**src/logic/scc_pkg.sv**
```systemverilog
package scc_pkg;
    localparam int CLK_PERIOD_NS = 40;
    // supply rise window and automatic delay in the dual-threshold mode
    localparam int FAST_RISE_NS = 1930000;
    localparam int POC_DELAY_NS = 5390000;
    // regulator wait in the single-threshold mode
    localparam int REG_WAIT_NS = 100000;
    // least cpu clock gap after the gain bit goes high
    localparam int GAIN_HOLD_NS = 4060;
    localparam int FAST_RISE_CYC = FAST_RISE_NS / CLK_PERIOD_NS;
    localparam int POC_DELAY_CYC = POC_DELAY_NS / CLK_PERIOD_NS;
    localparam int REG_WAIT_CYC =
        (REG_WAIT_NS + CLK_PERIOD_NS - 1) / CLK_PERIOD_NS;
    localparam int GAIN_HOLD_CYC =
        (GAIN_HOLD_NS + CLK_PERIOD_NS - 1) / CLK_PERIOD_NS;
    localparam int RESET_PROC_CYC = 16;

    localparam int ADDR_W = 4;
    localparam int DATA_W = 8;
    localparam logic [ADDR_W-1:0] ADDR_OSC_PIN_CONTROL = 4'h0;
    localparam logic [ADDR_W-1:0] ADDR_MAIN_OSC_CONTROL = 4'h1;
    localparam logic [ADDR_W-1:0] ADDR_STAB_STATUS_COUNTER = 4'h2;
    localparam logic [ADDR_W-1:0] ADDR_STAB_TIME_SELECTOR = 4'h3;

    localparam int GAIN_BIT = 0;
    localparam int PIN_OSC_EN_BIT = 6;
    localparam int EXT_SEL_BIT = 7;
    localparam int MAIN_STOP_BIT = 7;
    localparam int SEL_W = 3;
    localparam int STATUS_W = 5;
    localparam logic [SEL_W-1:0] STAB_SEL_RST = 3'h5;
    localparam logic MAIN_STOP_RST = 1'b1;
    localparam int STAB_CNT_W = 17;

    typedef enum logic [2:0] {
        POC_OFF, POC_REG_WAIT, POC_DUAL_WAIT, POC_DELAY,
        POC_RESET_PROC, POC_RUN
    } scc_poc_e;

    typedef enum logic [1:0] {PIN_PORT, PIN_XTAL, PIN_EXTCLK} scc_pin_e;

    typedef struct packed {
        logic [ADDR_W-1:0] addr;
        logic [DATA_W-1:0] wdata;
        logic wr;
        logic rd;
    } scc_req_s;

    // crystal wait in crystal periods; prohibited codes take the longest
    function automatic logic [STAB_CNT_W-1:0] stab_limit(
        input logic [SEL_W-1:0] sel);
        case (sel)
            3'h1: stab_limit = 17'h00800;
            3'h2: stab_limit = 17'h02000;
            3'h3: stab_limit = 17'h04000;
            3'h4: stab_limit = 17'h08000;
            default: stab_limit = 17'h10000;
        endcase
    endfunction : stab_limit

    // one bit per wait step reached, lowest step in bit 0
    function automatic logic [STATUS_W-1:0] stab_status(
        input logic [STAB_CNT_W-1:0] cnt);
        stab_status = {cnt >= 17'h10000, cnt >= 17'h08000,
            cnt >= 17'h04000, cnt >= 17'h02000, cnt >= 17'h00800};
    endfunction : stab_status
endpackage : scc_pkg

```
**src/logic/scc_clock_ctrl.sv**
```systemverilog
// Functional notes
// - power-on clear holds the cpu in reset until release
// - above low threshold, release reset and start internal oscillator
// - cpu always starts on the internal oscillator, never on crystal
// - single-threshold mode: regulator wait, reset processing, then cpu
// - option bit picks single (0) or dual (1) threshold mode
// - dual mode: fast rise to high threshold inserts a delay
// - on internal clock poll status; on crystal selector sets stop wait
// - external clock input needs no stabilisation wait
// - unused clocks can be stopped; stop halts both high clocks
// - high-speed clock pins come up as port pins after reset
// - gain bit 0 low gain, 1 high gain above mid limit
// - gain bit accepts one change per reset release
// - writing gain bit to 1 gates the cpu clock briefly
// - external select 0 with pin enable 1 gives crystal mode
// - clearing the main stop bit starts the crystal
// - cpu runs on internal clock while crystal stabilises
// - selector resets to 05h and picks 2^11..2^16 periods
// - status counter stops at the time the selector picks
//
// The strobed register port and the register offsets are this design's own decisions.
`timescale 1ns/1ns
module scc_clock_ctrl #(
    parameter int FAST_RISE_CYC = scc_pkg::FAST_RISE_CYC,
    parameter int POC_DELAY_CYC = scc_pkg::POC_DELAY_CYC,
    parameter int REG_WAIT_CYC = scc_pkg::REG_WAIT_CYC
) (
    // clock and reset
    input wire logic clk_i,
    input wire logic rstn_i,
    // supply monitor and option strap
    input wire logic poc_low_ok_i,
    input wire logic poc_high_ok_i,
    input wire logic poc_threshold_option_i,
    // cpu side
    input wire logic stop_instr_i,
    input wire logic stop_release_i,
    input wire logic cpu_on_hs_clock_i,
    // sampled crystal or external clock pin
    input wire logic main_crystal_clock_i,
    // register port
    input wire scc_pkg::scc_req_s reg_req_i,
    output logic [scc_pkg::DATA_W-1:0] rd_data_o,
    // clock and pin controls
    output logic cpu_rst_n_o,
    output logic cpu_clk_en_o,
    output logic int_osc_run_o,
    output logic xtal_amp_en_o,
    output logic osc_high_gain_o,
    output scc_pkg::scc_pin_e pin_mode_o
);
    localparam int PCNT_W = $clog2(POC_DELAY_CYC + 1) + 1;
    localparam int GAIN_HOLD_CYC = scc_pkg::GAIN_HOLD_CYC;
    localparam int RESET_PROC_CYC = scc_pkg::RESET_PROC_CYC;
    localparam int GCNT_W = $clog2(GAIN_HOLD_CYC + 1);

    scc_pkg::scc_poc_e poc_q;
    logic [PCNT_W-1:0] poc_cnt_q;
    logic sys_rst;
    logic gain_q, gain_locked_q, pin_en_q, ext_sel_q, main_stop_q;
    logic [scc_pkg::SEL_W-1:0] sel_q;
    logic [GCNT_W-1:0] gain_hold_q;
    logic stop_q, stop_wait_q;
    logic [scc_pkg::STAB_CNT_W-1:0] stab_cnt_q, limit, lim_nxt;
    logic xtal_pin_q, xtal_on, xtal_on_q, stab_done;
    scc_pkg::scc_pin_e pin_mode;
    logic wr_pin, wr_main, wr_sel;

    assign sys_rst = !rstn_i || (poc_q != scc_pkg::POC_RUN);
    assign wr_pin = reg_req_i.wr &&
        reg_req_i.addr == scc_pkg::ADDR_OSC_PIN_CONTROL;
    assign wr_main = reg_req_i.wr &&
        reg_req_i.addr == scc_pkg::ADDR_MAIN_OSC_CONTROL;
    assign wr_sel = reg_req_i.wr &&
        reg_req_i.addr == scc_pkg::ADDR_STAB_TIME_SELECTOR;
    assign limit = scc_pkg::stab_limit(sel_q);
    assign stab_done = stab_cnt_q >= limit;
    // a shorter selected time clips the count on the same edge
    assign lim_nxt = wr_sel ?
        scc_pkg::stab_limit(reg_req_i.wdata[scc_pkg::SEL_W-1:0]) : limit;

    always_comb begin
        if (!pin_en_q) begin
            pin_mode = scc_pkg::PIN_PORT;
        end else if (ext_sel_q) begin
            pin_mode = scc_pkg::PIN_EXTCLK;
        end else begin
            pin_mode = scc_pkg::PIN_XTAL;
        end
    end

    // crystal or external input runs only when software asks for it
    assign xtal_on = pin_mode != scc_pkg::PIN_PORT && !main_stop_q &&
        !stop_q;

    // power-on clear sequencing; falling supply always drops back to off
    always_ff @(posedge clk_i) begin
        if (!rstn_i || !poc_low_ok_i) begin
            poc_q <= scc_pkg::POC_OFF;
            poc_cnt_q <= '0;
        end else begin
            poc_cnt_q <= poc_cnt_q + 1'b1;
            case (poc_q)
                scc_pkg::POC_OFF: begin
                    poc_cnt_q <= '0;
                    poc_q <= poc_threshold_option_i ?
                        scc_pkg::POC_DUAL_WAIT : scc_pkg::POC_REG_WAIT;
                end
                scc_pkg::POC_REG_WAIT: begin
                    if (poc_cnt_q == PCNT_W'(REG_WAIT_CYC - 1)) begin
                        poc_q <= scc_pkg::POC_RESET_PROC;
                        poc_cnt_q <= '0;
                    end
                end
                scc_pkg::POC_DUAL_WAIT: begin
                    if (poc_high_ok_i) begin
                        if (poc_cnt_q < PCNT_W'(FAST_RISE_CYC)) begin
                            poc_q <= scc_pkg::POC_DELAY;
                        end else begin
                            poc_q <= scc_pkg::POC_RESET_PROC;
                            poc_cnt_q <= '0;
                        end
                    end
                end
                scc_pkg::POC_DELAY: begin
                    // delay runs out at the longest time after low threshold
                    if (poc_cnt_q >= PCNT_W'(POC_DELAY_CYC - 1)) begin
                        poc_q <= scc_pkg::POC_RESET_PROC;
                        poc_cnt_q <= '0;
                    end
                end
                scc_pkg::POC_RESET_PROC: begin
                    if (poc_cnt_q == PCNT_W'(RESET_PROC_CYC - 1)) begin
                        poc_q <= scc_pkg::POC_RUN;
                    end
                end
                scc_pkg::POC_RUN: begin
                    poc_cnt_q <= poc_cnt_q;
                end
                default: begin
                    poc_q <= scc_pkg::POC_OFF;
                end
            endcase
        end
    end

    // pin control and gain; gain takes one change per release
    always_ff @(posedge clk_i) begin
        if (sys_rst) begin
            gain_q <= 1'b0;
            gain_locked_q <= 1'b0;
            pin_en_q <= 1'b0;
            ext_sel_q <= 1'b0;
        end else if (wr_pin) begin
            pin_en_q <= reg_req_i.wdata[scc_pkg::PIN_OSC_EN_BIT];
            ext_sel_q <= reg_req_i.wdata[scc_pkg::EXT_SEL_BIT];
            if (!gain_locked_q &&
                reg_req_i.wdata[scc_pkg::GAIN_BIT] != gain_q) begin
                gain_q <= reg_req_i.wdata[scc_pkg::GAIN_BIT];
                gain_locked_q <= 1'b1;
            end
        end
    end

    // cpu clock gap after the gain goes high
    always_ff @(posedge clk_i) begin
        if (sys_rst) begin
            gain_hold_q <= '0;
        end else if (wr_pin && !gain_locked_q && !gain_q &&
            reg_req_i.wdata[scc_pkg::GAIN_BIT]) begin
            gain_hold_q <= GCNT_W'(GAIN_HOLD_CYC);
        end else if (gain_hold_q != '0) begin
            gain_hold_q <= gain_hold_q - 1'b1;
        end
    end

    // a clock feeding the cpu cannot be stopped here
    always_ff @(posedge clk_i) begin
        if (sys_rst) begin
            main_stop_q <= scc_pkg::MAIN_STOP_RST;
        end else if (wr_main) begin
            if (!reg_req_i.wdata[scc_pkg::MAIN_STOP_BIT] ||
                !cpu_on_hs_clock_i) begin
                main_stop_q <= reg_req_i.wdata[scc_pkg::MAIN_STOP_BIT];
            end
        end
    end

    always_ff @(posedge clk_i) begin
        if (sys_rst) begin
            sel_q <= scc_pkg::STAB_SEL_RST;
        end else if (wr_sel) begin
            sel_q <= reg_req_i.wdata[scc_pkg::SEL_W-1:0];
        end
    end

    // stop mode and the crystal wait after its release
    always_ff @(posedge clk_i) begin
        if (sys_rst) begin
            stop_q <= 1'b0;
            stop_wait_q <= 1'b0;
        end else if (stop_instr_i && !stop_q) begin
            stop_q <= 1'b1;
        end else if (stop_q && stop_release_i) begin
            stop_q <= 1'b0;
            stop_wait_q <= cpu_on_hs_clock_i &&
                pin_mode == scc_pkg::PIN_XTAL && !main_stop_q;
        end else if (stop_wait_q && stab_done) begin
            stop_wait_q <= 1'b0;
        end
    end

    // stabilisation counter counts crystal edges up to the selected time
    always_ff @(posedge clk_i) begin
        if (sys_rst) begin
            xtal_pin_q <= 1'b0;
            xtal_on_q <= 1'b0;
            stab_cnt_q <= '0;
        end else begin
            xtal_pin_q <= main_crystal_clock_i;
            xtal_on_q <= xtal_on;
            if (!xtal_on || !xtal_on_q) begin
                stab_cnt_q <= '0;
            end else if (pin_mode == scc_pkg::PIN_EXTCLK) begin
                stab_cnt_q <= lim_nxt;
            end else if (stab_cnt_q < lim_nxt) begin
                if (main_crystal_clock_i && !xtal_pin_q) begin
                    stab_cnt_q <= stab_cnt_q + 1'b1;
                end
            end else begin
                stab_cnt_q <= lim_nxt;
            end
        end
    end

    // registered outputs; cpu always starts on the internal oscillator
    always_ff @(posedge clk_i) begin
        if (!rstn_i) begin
            cpu_rst_n_o <= 1'b0;
            cpu_clk_en_o <= 1'b0;
            int_osc_run_o <= 1'b0;
            xtal_amp_en_o <= 1'b0;
            osc_high_gain_o <= 1'b0;
            pin_mode_o <= scc_pkg::PIN_PORT;
        end else begin
            cpu_rst_n_o <= !sys_rst;
            int_osc_run_o <= !sys_rst && !stop_q;
            cpu_clk_en_o <= !sys_rst && !stop_q && gain_hold_q == '0 &&
                !stop_wait_q;
            xtal_amp_en_o <= xtal_on && pin_mode == scc_pkg::PIN_XTAL;
            osc_high_gain_o <= gain_q;
            pin_mode_o <= pin_mode;
        end
    end

    always_ff @(posedge clk_i) begin
        if (!rstn_i || !reg_req_i.rd) begin
            rd_data_o <= '0;
        end else begin
            case (reg_req_i.addr)
                scc_pkg::ADDR_OSC_PIN_CONTROL:
                    rd_data_o <= {ext_sel_q, pin_en_q, 5'h00, gain_q};
                scc_pkg::ADDR_MAIN_OSC_CONTROL:
                    rd_data_o <= {main_stop_q, 7'h00};
                scc_pkg::ADDR_STAB_STATUS_COUNTER:
                    rd_data_o <= {3'h0, scc_pkg::stab_status(stab_cnt_q)};
                scc_pkg::ADDR_STAB_TIME_SELECTOR:
                    rd_data_o <= {5'h00, sel_q};
                default:
                    rd_data_o <= '0;
            endcase
        end
    end
endmodule : scc_clock_ctrl

```
**config.mk**
```make
export PLATFORM = sky130hd
export DESIGN_NAME = scc_clock_ctrl
export DESIGN_NICKNAME = d
export VERILOG_FILES = /design/src/logic/scc_pkg.sv /design/src/logic/scc_clock_ctrl.sv
export SDC_FILE = /design/constraint.sdc
export NUM_CORES = 1
export LEC_CHECK = 0
export BUFFER_PORTS_ARGS = -buffer_cell sky130_fd_sc_hd__buf_2
export CORE_ASPECT_RATIO = 0.7
export CORE_MARGIN = 2
export CORE_UTILIZATION = 30
export CTS_BUF_LIST = sky130_fd_sc_hd__clkbuf_8 sky130_fd_sc_hd__clkbuf_16
export DETAILED_ROUTE_END_ITERATION = 8
export PLACE_DENSITY = 0.51
export SETUP_SLACK_MARGIN = 0.1
export SYNTH_ARGS = -nofsm -noshare
export SYNTH_HDL_FRONTEND = slang
export SYNTH_SLANG_ARGS = --single-unit
```
**constraint.sdc**
```tcl
create_clock -name clk_i -period 4.1 [get_ports clk_i]
set_input_delay 0.41 -clock clk_i [delete_from_list [all_inputs] [get_ports clk_i]]
set_output_delay 0.41 -clock clk_i [all_outputs]
set_load 0.03 [all_outputs]
```
# [Word level (Yosys, flattened, before mapping)]
# Cells that the tools add are included.
[totals] register_bits=73 out_inout_bits=15 wordCells=142
[classes] addsub=3 magnitude_cmp=9 eq_ne=27 mux=27 bitwise=2 n_reduce_logical=52
[op_table] cell="$pmux W17 S4" count=2
[op_table] cell="$pmux W19 S5" count=1
[op_table] cell="$mux W19" count=4
[op_table] cell="$mux W17" count=4
[op_table] cell="$pmux W8 S4" count=1
[op_table] cell="$add A19 B1 Y19 const B" count=1
[op_table] cell="$eq A19 B12 Y1 const B" count=1
[op_table] cell="$eq A19 B4 Y1 const B" count=1
[op_table] cell="$ge A19 B18 Y1 const B" count=1
[op_table] cell="$logic_and A1 B1 Y1" count=19
[op_table] cell="$lt A19 B16 Y1 const B" count=1
[op_table] cell="$eq A3 B2 Y1 const B" count=6
[op_table] cell="$pmux W3 S6" count=1
[op_table] cell="$add A17 B1 Y17 const B" count=1
[op_table] cell="$ge A17 B12 Y1 const B" count=1
[op_table] cell="$ge A17 B14 Y1 const B" count=1
[op_table] cell="$ge A17 B15 Y1 const B" count=1
[op_table] cell="$ge A17 B16 Y1 const B" count=1
[op_table] cell="$ge A17 B17 Y1" count=1
[op_table] cell="$ge A17 B17 Y1 const B" count=1
[op_table] cell="$lt A17 B17 Y1" count=1
[op_table] cell="$mux W3" count=5
[op_table] cell="$logic_not A1 Y1" count=14
[op_table] cell="$mux W7" count=2
[op_table] cell="other kinds (23)" count=48

# [Depth between registers and ports, before layout]
# Gate-level depths: netlist of run 1.
[logic_depth] depth_word=8 ltp_mapped=12 ltp_nobuf=10

# [Worst setup path after synthesis of run 1]
# No wires, ideal clock.
[synth_timing] path_type="in2reg" from="input port reg_req_i[13] in the netlist's numbering" to="register stab_cnt_q[3] in the netlist's numbering" setup_time_ns=0.065 t_arrival_ns=3.016 path_slack_ns=1.020 cell_stages=11 n_path_buf=2 cell_sequence="or3b_2 > clkbuf_1 > nor2_2 > mux2_2 > ha_1 > a221oi_1 > nand2_1 > a21o_1 > a21o_1 > buf_4 > nor2_1"
[synth_via] elab_chain_len=6
[synth_lines] item="from (decl)" line="scc_clock_ctrl.sv:42" source="input wire scc_pkg::scc_req_s reg_req_i,"
[synth_lines] item="$eq A4 B2 Y1 *" line="scc_clock_ctrl.sv:75" source="reg_req_i.addr == scc_pkg::ADDR_STAB_TIME_SELECTOR;"
[synth_lines] item="$logic_and A1 B1 Y1 *" line="scc_clock_ctrl.sv:74" source="assign wr_sel = reg_req_i.wr &&"
[synth_lines] item="$mux W17 *" line="scc_clock_ctrl.sv:79" source="assign lim_nxt = wr_sel ?"
[synth_lines] item="$lt A17 B17 Y1" line="scc_clock_ctrl.sv:226" source="end else if (stab_cnt_q < lim_nxt) begin"
[synth_lines] item="$mux W17" line="scc_clock_ctrl.sv:226"
[synth_lines] item="$mux W17" line="scc_clock_ctrl.sv:224" source="end else if (pin_mode == scc_pkg::PIN_EXTCLK) begin"
[synth_lines] item="to (signal assigned)" line="scc_clock_ctrl.sv:225" source="stab_cnt_q <= lim_nxt;"
[synth_lines] item="to (signal assigned)" line="scc_clock_ctrl.sv:228" source="stab_cnt_q <= stab_cnt_q + 1'b1;"
[synth_lines] item="to (signal assigned)" line="scc_clock_ctrl.sv:231" source="stab_cnt_q <= lim_nxt;"
[synth_lines] item="to (decl)" line="scc_clock_ctrl.sv:64" source="logic [scc_pkg::STAB_CNT_W-1:0] stab_cnt_q, limit, lim_nxt;"
# Mark *: on every way between the ends. The rest lies on a longest branch, timed or not.
# A chain may end at the register's enable or synchronous reset.

# [Worst setup path after layout of run 1]
[layout_timing] from="input port reg_req_i[13] in the netlist's numbering" to="register stab_cnt_q[1] in the netlist's numbering"
# The elaborated chain is that of the path after synthesis.

==> results of run 1 <==
-- worst min path at each step --
stage | start | to
global placement | gain_locked_q$_SDFFE_PN0P_ | gain_locked_q$_SDFFE_PN0P_
CTS | main_crystal_clock_i | xtal_pin_q$_SDFF_PN0_
floorplan | stop_wait_q$_SDFFE_PN0P_ | cpu_clk_en_o$_SDFF_PN0_
detailed placement | gain_locked_q$_SDFFE_PN0P_ | gain_locked_q$_SDFFE_PN0P_
global route | main_crystal_clock_i | xtal_pin_q$_SDFF_PN0_
finish | main_crystal_clock_i | xtal_pin_q$_SDFF_PN0_
-- where the power goes --
part	internal (W)	switching, W
sequential	0.000701	0.00000420
combinational	0.0000249	0.0000499
clock	0.000422	0.000336
total	0.00115	0.000390
-- flip-flops by register name (all words and copies together) (netlist names), 2 cells and up --
name and count:
gain_hold_q 7, pin_mode_o 2, poc_cnt_q 19, poc_q 3
rd_data_o 7, sel_q 3, stab_cnt_q 17
-- through the flow --
step,cell area (um2),setup slack (ns),cells,hold slack [ns]
final,4470,1.02,636,0.301
after global routing,4470,0.728,636,0.297
after CTS,4470,1.03,636,0.292
after detailed placement,4180,0.689,620,0.457
after global placement,4180,0.726,620,0.454
after floorplan,3900,1.02,441,0.426
-- layout by cell type, fill, tap and decap left out, drive strengths merged, types with 5 or more instances in the layout --
master  netlist  final
and2          7      7
and4          6      6
nand4        13     13
nand3b        6      6
dfxtp        72     72
nand3        15     15
nor3b         7      7
clkbuf       13      9
inv          12     16
ha           14     14
nor3         17     17
nor2         48     48
nand2        35     35
mux2i         6      6
nor4         12     12
buf           6     36
nand2b        5      5
xnor2        14     14
and3          9      9
a31oi         7      7
a211oi       26     26
o21ai        12     12
xor2         22     22
a21oi        13     13
-- Yosys cell counts, types with 3 or more instances --
cell and count:
a31oi_1 7, o211ai_1 3, and4_1 6, o21ai_0 12
mux2i_1 6, inv_1 12, buf_4 3, a21o_1 3
dfxtp_1 72, a211oi_1 8, nand2b_1 5, nor2_1 46
nor4_1 11, a211oi_2 18, nand2_1 35, nor3b_1 7
and2_1 5, xor2_1 22, o21a_1 3, xnor2_1 14
ha_1 14, a21oi_1 12, and3_1 9, nor3_1 16
nand3_1 15, nor2b_1 3, nand3b_1 6, nand4_1 13
clkbuf_1 10
-- layer usage --
| layer | vias up | global-route usage | wire [um] |
|---|---|---|---|
| met5 | - | 0 | 0 |
| met4 | 0 | 0.0458 | 125 |
| met3 | 10 | 0.0356 | 521 |
| met2 | 71 | 0.184 | 3470 |
| met1 | 1495 | 0.217 | 5250 |
| li1 | 1660 | - | - |
-- worst reg2reg max path, cell delays in order (launching register included) --
cell       delay [ns]
dfxtp_1          0.45
nand3b_1         0.21
nor2_1           0.06
a41oi_1          0.28
ha_1             0.31
a2111oi_0        0.39
nand2_1          0.11
a21o_1           0.24
a21o_1           0.35
nor2_1           0.16
-- cell type report --
type	count	area, um2	share of cell area
clock buffer	9	225	0.0504
tap	162	203	0.0453
clock inverter	7	62.6	0.0140
sequential	72	1440	0.322
timing repair buffer	36	188	0.0420
inverter	12	45.0	0.0101
multi-input combinational	338	2310	0.516
-- kinds of logic (layout without fill, tap and decap cells) --
| logic type | after synthesis | in the layout | synth area share |
|---|---|---|---|
| xor+xnor | 36 | 36 | 0.0808 |
| fa+ha+maj | 14 | 14 | 0.0449 |
| compound gates | 80 | 80 | 0.163 |
| mux | 7 | 7 | 0.0183 |
| buf+inv | 31 | 64 | 0.0401 |
| other cells | 1 | 1 | 0.000961 |
| simple gates | 200 | 200 | 0.283 |
| flops | 72 | 72 | 0.369 |
==> results.json, run 1 <==
{
  "grt_setup_unrepaired": "false",
  "grt_pass1_vias": 2960,
  "worstSetupEndpointType": "register",
  "max_freq_ghz": 0.325,
  "synth.distinct_cells": 62,
  "drv_cap": 0,
  "fin_crit_ns": 3.08,
  "grt_pass1_wl_mm": 15.4,
  "ys_ff_latch": 72,
  "avgSynthCellArea_um2": 8.85,
  "required_ns": 4.37,
  "grtUsageTotal": 0.140,
  "vias": 3236,
  "cts_made_buffers": 9,
  "via_per_inst": 5.09,
  "grt_overflow_total": 0,
  "fp.dieH_um": 99.4,
  "power_w": 0.00154,
  "cp_max_fo": 12,
  "synth_edf_count": 0,
  "cts_hold_buf": 0,
  "holdPathStages": 2,
  "vdd_ir_drop_max_uv": 204,
  "boundaryPins": 38,
  "crit_buf_inv": 1,
  "cts.clk_slew.worst_paths_ns": 0.06,
  "clock_skew_ns": 0.0132,
  "cts-root-buf": "clkbuf_16",
  "drt-pass1-iter-count": 4,
  "synth_top_area_share": 0.369,
  "io_buffers": 33,
  "hold_violations": 0,
  "cts.htree.levels": 3,
  "crit_start": "reg_req_i[13]",
  "leakage_nw": 1.59,
  "finalSetupTns_ns": 0,
  "postCtsSetupBuffers": 0,
  "worst_path_most_repeated_cell": "a21o_1",
  "antenna_found_initial": 0,
  "clk_latency_ns": 0.34,
  "cts_max_path_buffers": 2,
  "cts_tree": "done",
  "ant_nets": 0,
  "r2r_setup_slack_ns": 1.47,
  "cp.depth": 10,
  "async_flop_share": 0,
  "drive_above_1_share": 0.177,
  "path_cells": "buf_2 > or3b_2 > nor2_2 > mux2_2 > ha_1 > a221oi_1 > nand2_1 > a21o_1 > a21o_1 > nor2_1",
  "max_stage_delay_ns": 0.55,
  "dp_hpwl_mm": 6.86,
  "synth_area_leader_cell": "dfxtp_1",
  "syn_area_um2": 3900,
  "drtIter0Drc": 170,
  "rr_worst_depth": 9,
  "syn2layout_area_growth_pct": 14.5,
  "worstReg2RegStart": "sel_q[2]$_SDFFE_PN1N_",
  "worstPathArrival_ns": 3.34,
  "cts_sinks": 72,
  "tightest_slew_ns": 1.22,
  "max_slew_margin": 0.185,
  "timing.rr.end": "stab_cnt_q[1]$_SDFFE_PP0P_",
  "drc": 0,
  "hp-class": "in -> reg",
  "wl_per_cell_um": 14.7,
  "diodes": 0,
  "die_w_um": 140,
  "num_rows": 34,
  "syn_nets": 478,
  "period_share": 0.751,
  "synth_flop_cell": "dfxtp_1",
  "yosysWarnings": 0,
  "wl_mm": 9.37,
  "grt_max_degree": 20,
  "utilization": 0.356,
  "synth_area_leaders": "dfxtp_1 (37%), a211oi_2 (5.8%), xor2_1 (4.9%)",
  "slew_violations": 0,
  "timing.critical_path.to": "stab_cnt_q[1]$_SDFFE_PP0P_",
  "setup_viol": 0,
  "die_area_um2": 14000,
  "crit_type": "in -> reg",
  "p_per_area_nw_per_um2": 344,
  "nNetsFinal": 506,
  "routabilityCongestion": 0.873,
  "core_um2": 12500,
  "critPathTopFamily": "simple AND/OR/NAND/NOR gates",
  "crit_path_top_delay_cell": "or3b_2",
  "startpoint_type": "input port",
  "fillers": 1302,
  "post_cts_resized": 0,
  "postSynthCellCount": 441,
  "ys_seq_area_frac": 0.369,
  "start_util": 0.311,
  "status": "completed"
}
No activity file was read; power rests on OpenSTA's default activity.
==> run 2: changes to the inputs <==
- ABC_AREA: unset -> 1
- PLACE_DENSITY: 0.51 -> 0.53
- clock period: 4.1 -> 2.7 ns (I/O delays scaled with it)
==> run 2 against run 1 <==
Highest routed layer unchanged. Register-to-register slack worse by 1.1 ns. Die area is 7.5% higher. Area after synthesis is 7.8% higher. Largest power group unchanged. Design area is 9.2% higher. Clock power is 57% higher. Worst hold slack worse by 0.13 ns.
==> results.json, run 2 <==
{
  "yosysMostFrequentCell": "nand2_1",
  "min_from": "rstn_i",
  "drt-pass1-iter-count": 4,
  "critPathTopFamily": "simple AND/OR/NAND/NOR gates",
  "worstSetupEndpointType": "register",
  "drc": 0,
  "dp_slack_ns": 0.0883,
  "synth_common_cells": "nand2_1 (147), nor2_1 (101), inv_1 (76)",
  "required_ns": 2.98,
  "crit_buf_inv": 3,
  "cts_sinks": 72,
  "cts_max_path_buffers": 2,
  "nNetsFinal": 707,
  "core_um2": 13800,
  "synth_flop_cell": "dfxtp_1",
  "drtIter0Drc": 287,
  "cts_tree": "done",
  "ys_ff_latch": 72,
  "max_stage_delay_ns": 0.39,
  "synth_area_leader_cell": "dfxtp_1",
  "largest_registers": "poc_cnt_q x19, stab_cnt_q x17",
  "setup_viol": 0,
  "postSynthCellCount": 632,
  "layout_commonest_cell": "nand2_1",
  "grt_max_degree": 20,
  "vias": 4043,
  "yosysWarnings": 0,
  "dp_hpwl_mm": 8.26,
  "power_w": 0.00239,
  "rr_worst_depth": 14,
  "cts_hold_buf": 0,
  "syn2layout_area_growth_pct": 16.0,
  "worstPathArrival_ns": 2.63,
  "drive_above_1_share": 0.124,
  "largest_reg_flops": 19,
  "tightest_slew_ns": 0.504,
  "vdd_ir_drop_max_uv": 324,
  "design_area_um2": 4880,
  "regMostFlops": "poc_cnt_q",
  "wl_per_cell_um": 12.5,
  "die_area_um2": 15000,
  "cts.htree.levels": 3,
  "crit_path_top_delay_cell": "dfxtp_1",
  "r2r_setup_slack_ns": 0.34,
  "clock_skew_ns": 0.0100,
  "crit_type": "reg -> reg",
  "grt_pass1_wl_mm": 18.0,
  "worstReg2RegStart": "sel_q[2]$_SDFFE_PN1N_",
  "antenna_found_initial": 0,
  "drv_cap": 0,
  "diodes": 0,
  "whs_endpoint": "osc_high_gain_o$_SDFF_PN0_",
  "synth_edf_count": 0,
  "avgSynthCellArea_um2": 6.66,
  "status": "completed",
  "cp_max_fo": 10,
  "num_rows": 36,
  "layout_common_cells": "nand2_1 (147), nor2_1 (101), inv_1 (77)",
  "worst_path_most_repeated_cell": "nand3_1",
  "via_per_inst": 4.67,
  "synth_area_leaders": "dfxtp_1 (34%), nand2_1 (13%), nor2_1 (9.0%)",
  "max_slew_margin": 0.663,
  "dp_cells": 848,
  "hold_violations": 0,
  "max_freq_ghz": 0.424,
  "finalSetupTns_ns": 0,
  "synth_top_area_share": 0.343,
  "syn_area_um2": 4210,
  "ant_nets": 0,
  "ys_seq_area_frac": 0.343,
  "grt_setup_unrepaired": "false",
  "p_per_area_nw_per_um2": 489,
  "grt_overflow_total": 0,
  "synth.distinct_cells": 42,
  "syn_nets": 669,
  "hp-class": "in -> reg",
  "fp.dieH_um": 103,
  "cts.clk_slew.worst_paths_ns": 0.06,
  "path_cells": "inv_1 > nand3_1 > nand3_1 > nor2_1 > nor2_1 > ha_1 > a21oi_1 > nand3_1 > a21oi_4 > buf_4 > nand3_4 > inv_2 > nand2_1 > a21oi_2",
  "io_buffers": 33,
  "leakage_nw": 1.96,
  "holdPathStages": 3,
  "period_share": 0.874,
  "boundaryPins": 38,
  "wl_mm": 10.8,
  "instances_no_fill": 865,
  "async_flop_share": 0,
  "cts-root-buf": "clkbuf_16",
  "cts_made_buffers": 9,
  "dpl_cell_area_um2": 4570,
  "fin_crit_ns": 2.36,
  "routabilityCongestion": 0.908,
  "clk_latency_ns": 0.34,
  "slew_violations": 0,
  "grtUsageTotal": 0.150,
  "timing.rr.end": "stab_cnt_q[12]$_SDFFE_PP0P_",
  "startpoint_type": "register",
  "start_util": 0.304,
  "die_w_um": 146,
  "grt_pass1_vias": 3652,
  "fin_ws_ns": 0.341
}
run 2: cell types whose count changed after synthesis, sizes merged, moves of 6 or more:
cell    previous run  this run
a211oi            26         1
a21oi             13        43
and2               7         0
and3               9         1
and4               6         0
clkbuf            13         3
inv               12        83
mux2i              6         0
nand2             35       152
nand3             15        58
nor2              48       106
nor3              17        25
nor4              12         2
xnor2             14         3
run 2: worst max-delay path by stage:
stage / start / slack, ns / cells after the start / endpoint
after floorplan: reg_req_i[13] / 0.42 / 13 / stab_cnt_q[6]$_SDFFE_PP0P_
after global placement: reg_req_i[13] / 0.15 / 15 / stab_cnt_q[12]$_SDFFE_PP0P_
after detailed placement: reg_req_i[13] / 0.09 / 14 / stab_cnt_q[12]$_SDFFE_PP0P_
after CTS: sel_q[2]$_SDFFE_PN1N_ / 0.30 / 14 / stab_cnt_q[12]$_SDFFE_PP0P_
after global routing: sel_q[2]$_SDFFE_PN1N_ / 0.11 / 14 / stab_cnt_q[12]$_SDFFE_PP0P_
final: sel_q[2]$_SDFFE_PN1N_ / 0.34 / 14 / stab_cnt_q[12]$_SDFFE_PP0P_
run 2: layer usage:
metal | vias to the layer above | wire length [um] | share of wire | global-route usage
met3 | 7 | 516 | 0.048 | 0.0323
met2 | 88 | 4340 | 0.40 | 0.215
met4 | 0 | 106 | 0.0098 | 0.0377
met1 | 1829 | 5890 | 0.54 | 0.225
met5 | - | 0 | 0 | 0
li1 | 2119 | - | - | -
run 2: timing repair:
action                                  4_1_cts  5_1_grt
resized for setup                             0        1
endpoints found under the setup margin        0        6
setup buffers                                 0        1
run 2: logic make-up after synthesis:
kind of cell,synth area share
adders and majority gates,0.0416
and+or+nand+nor,0.398
other,0.000891
xor gates and xnor gates,0.0416
DFF,0.343
buffers and inverters,0.0877
AOI/OAI and AO/OA,0.0871
run 2: through the flow:
stage,hold WS (ns),util
after detailed placement,0.456,0.331
after global placement,0.450,0.331
after global routing,0.187,0.353
after CTS,0.159,0.352
after floorplan,0.368,-
final,0.171,0.353
run 2: worst reg2reg max path: stages (launching register included):
cell and delay [ns]:
dfxtp_1 0.39, inv_1 0.09, nand3_1 0.15, nand3_1 0.11
nor2_1 0.11, nor2_1 0.08, ha_1 0.31, a21oi_1 0.15
nand3_1 0.13, a21oi_4 0.19, buf_4 0.17, nand3_4 0.16
inv_2 0.11, nand2_1 0.06, a21oi_2 0.10
run 2: report_power, final:
| group | internal, W | switching (W) | leakage, nW | total [W] |
|---|---|---|---|---|
| sequential | 0.00107 | 0.00000786 | 0.580 | 0.00107 |
| combinational | 0.0000368 | 0.0000818 | 1.24 | 0.000119 |
| clock | 0.000716 | 0.000477 | 0.144 | 0.00119 |
run 2: cell type report:
class	instances	area (um2)
fillers	1485	8950
multi-input cells	468	2400
flip-flops and latches	72	1440
inverters	83	314
well taps	190	238
clock buffers	9	225
repair buffers	36	188
clock inverters	7	71.3
==> run 3: changes to the inputs <==
- CTS_BUF_LIST: sky130_fd_sc_hd__clkbuf_8 sky130_fd_sc_hd__clkbuf_16 -> sky130_fd_sc_hd__clkbuf_8
- SETUP_SLACK_MARGIN: 0.1 -> unset
==> run 3 against run 2 <==
Combinational power about the same. Largest cell class unchanged. Highest routed layer unchanged. Clock skew fell by 0.0020 ns. Via count about the same. Largest power group is now registers. Fmax is 2.4% lower.
==> results.json, run 3 (same netlist as run 2, synthesis figures left out) <==
{
  "slew_violations": 0,
  "status": "completed",
  "ant_nets": 0,
  "setup_viol": 0,
  "routabilityCongestion": 0.908,
  "max_slew_margin": 0.662,
  "clkPwrFrac": 0.420,
  "grt_overflow_total": 0,
  "whs_ns": 0.150,
  "p_per_area_nw_per_um2": 431,
  "p_int_w": 0.00153,
  "cts_hold_buf": 0,
  "io_buffers": 33,
  "dpl_cell_area_um2": 4570,
  "clock_skew_ns": 0.00803,
  "p_switching_w": 0.000525,
  "boundaryPins": 38,
  "fp.dieH_um": 103,
  "grt_pass1_wl_mm": 18.0,
  "register_area_um2": 1440,
  "grt_pass1_vias": 3648,
  "crit_type": "reg -> reg",
  "nNetsFinal": 706,
  "max_freq_ghz": 0.414,
  "power_w": 0.00206,
  "cts-root-buf": "clkbuf_8",
  "die_w_um": 146,
  "design_area_um2": 4770,
  "layout_commonest_cell": "nand2_1",
  "cts_tree": "done",
  "worstSetupEndpointType": "register",
  "largest_reg_flops": 19,
  "post_cts_resized": 0,
  "dp_cells": 848,
  "vdd_ir_drop_max_uv": 201,
  "grt_setup_unrepaired": "false",
  "cts_made_buffers": 9,
  "finalSetupTns_ns": 0,
  "multi_input_area_um2": 2400,
  "switching_share": 0.256,
  "leakage_nw": 1.91,
  "instances_no_fill": 864,
  "cts_max_path_buffers": 2,
  "core_um2": 13800,
  "layout_common_cells": "nand2_1 (147), nor2_1 (101), inv_1 (77)",
  "fin_crit_ns": 2.42,
  "start_util": 0.304,
  "die_area_um2": 15000,
  "cts.clk_slew.worst_paths_ns": 0.08,
  "syn2layout_area_growth_pct": 13.3,
  "largest_registers": "poc_cnt_q x19, stab_cnt_q x17",
  "dp_hpwl_mm": 8.26,
  "via_per_inst": 4.68,
  "pwr-share-comb": 0.058,
  "period_share": 0.895,
  "drt-pass1-iter-count": 7,
  "postCtsSetupBuffers": 0,
  "wl_per_cell_um": 12.4,
  "hold_violations": 0,
  "wl_mm": 10.8,
  "drv_cap": 0,
  "antenna_found_initial": 0,
  "drive_above_1_share": 0.123,
  "fillers": 1510,
  "num_rows": 36,
  "diodes": 0,
  "worstPathArrival_ns": 2.71,
  "cp_max_fo": 10,
  "startpoint_type": "register",
  "required_ns": 2.99,
  "vias": 4046,
  "grt_max_degree": 20,
  "cts.htree.levels": 3,
  "cts_sinks": 72,
  "drtIter0Drc": 280,
  "drc": 0,
  "r2r_setup_slack_ns": 0.28,
  "tightest_slew_ns": 0.505,
  "power_frac_seq": 0.522,
  "hp-class": "in -> reg",
  "clk_latency_ns": 0.36,
  "regMostFlops": "poc_cnt_q",
  "grtUsageTotal": 0.150
}
-- run 3: cell types whose count changed in the layout (fill, tap and decap cells not counted) --
cell / previous run / this run
clkbuf_8: 0 / 9
a21oi_2: 1 / 2
a21oi_4: 1 / 0
buf_4: 3 / 2
clkbuf_16: 9 / 0
-- run 3: final timing paths --
kind / from / endpoint / cells after the start
setup / recovery: sel_q[2]$_SDFFE_PN1N_ / stab_cnt_q[12]$_SDFFE_PP0P_ / 14
hold / removal: rstn_i / osc_high_gain_o$_SDFF_PN0_ / 3
setup reg to reg: sel_q[2]$_SDFFE_PN1N_ / stab_cnt_q[12]$_SDFFE_PP0P_ / 14
hold reg to reg: gain_hold_q[6]$_SDFFE_PN0P_ / gain_hold_q[6]$_SDFFE_PN0P_ / 2
-- run 3: area by class of cell --
type / instances / area share
Clock inverter: 7 / 0.0150
Multi-Input combinational cell: 468 / 0.503
Clock buffer: 9 / 0.0260
Timing Repair Buffer: 35 / 0.0378
Inverter: 83 / 0.0659
Tap cell: 190 / 0.0499
Sequential cell: 72 / 0.302
-- run 3: power by group through the flow --
stage	clock network, W	registers, W	logic, W
3_3_place_gp	0	0.00110	0.000116
6_report	0.000864	0.00107	0.000118
5_1_grt	0.000946	0.00107	0.000132
2_1_floorplan	0	0.00110	0.0000832
4_1_cts	0.000903	0.00107	0.000119
3_5_place_dp	0	0.00110	0.000118
-- run 3: metal layers --
layer	part of all wire	track usage	up-vias
met5	0	0	-
met4	0.010	0.0377	0
met3	0.063	0.0350	8
met2	0.40	0.214	105
met1	0.53	0.224	1821
li1	-	-	2112
-- run 3: worst max-delay path, stage by stage (launching register included) --
cell	delay, ns
dfxtp_1	0.40
inv_1	0.09
nand3_1	0.15
nand3_1	0.11
nor2_1	0.11
nor2_1	0.08
ha_1	0.32
a21oi_1	0.15
nand3_1	0.10
a21oi_2	0.23
buf_4	0.19
nand3_4	0.16
inv_2	0.11
nand2_1	0.06
a21oi_2	0.10
-- run 3: through the flow --
| step | setup slack [ns] | utilization |
|---|---|---|
| floorplan | 0.419 | - |
| global placement | 0.147 | 0.331 |
| detailed placement | 0.0883 | 0.331 |
| CTS | 0.299 | 0.345 |
| global route | 0.0462 | 0.345 |
| finish | 0.283 | 0.345 |
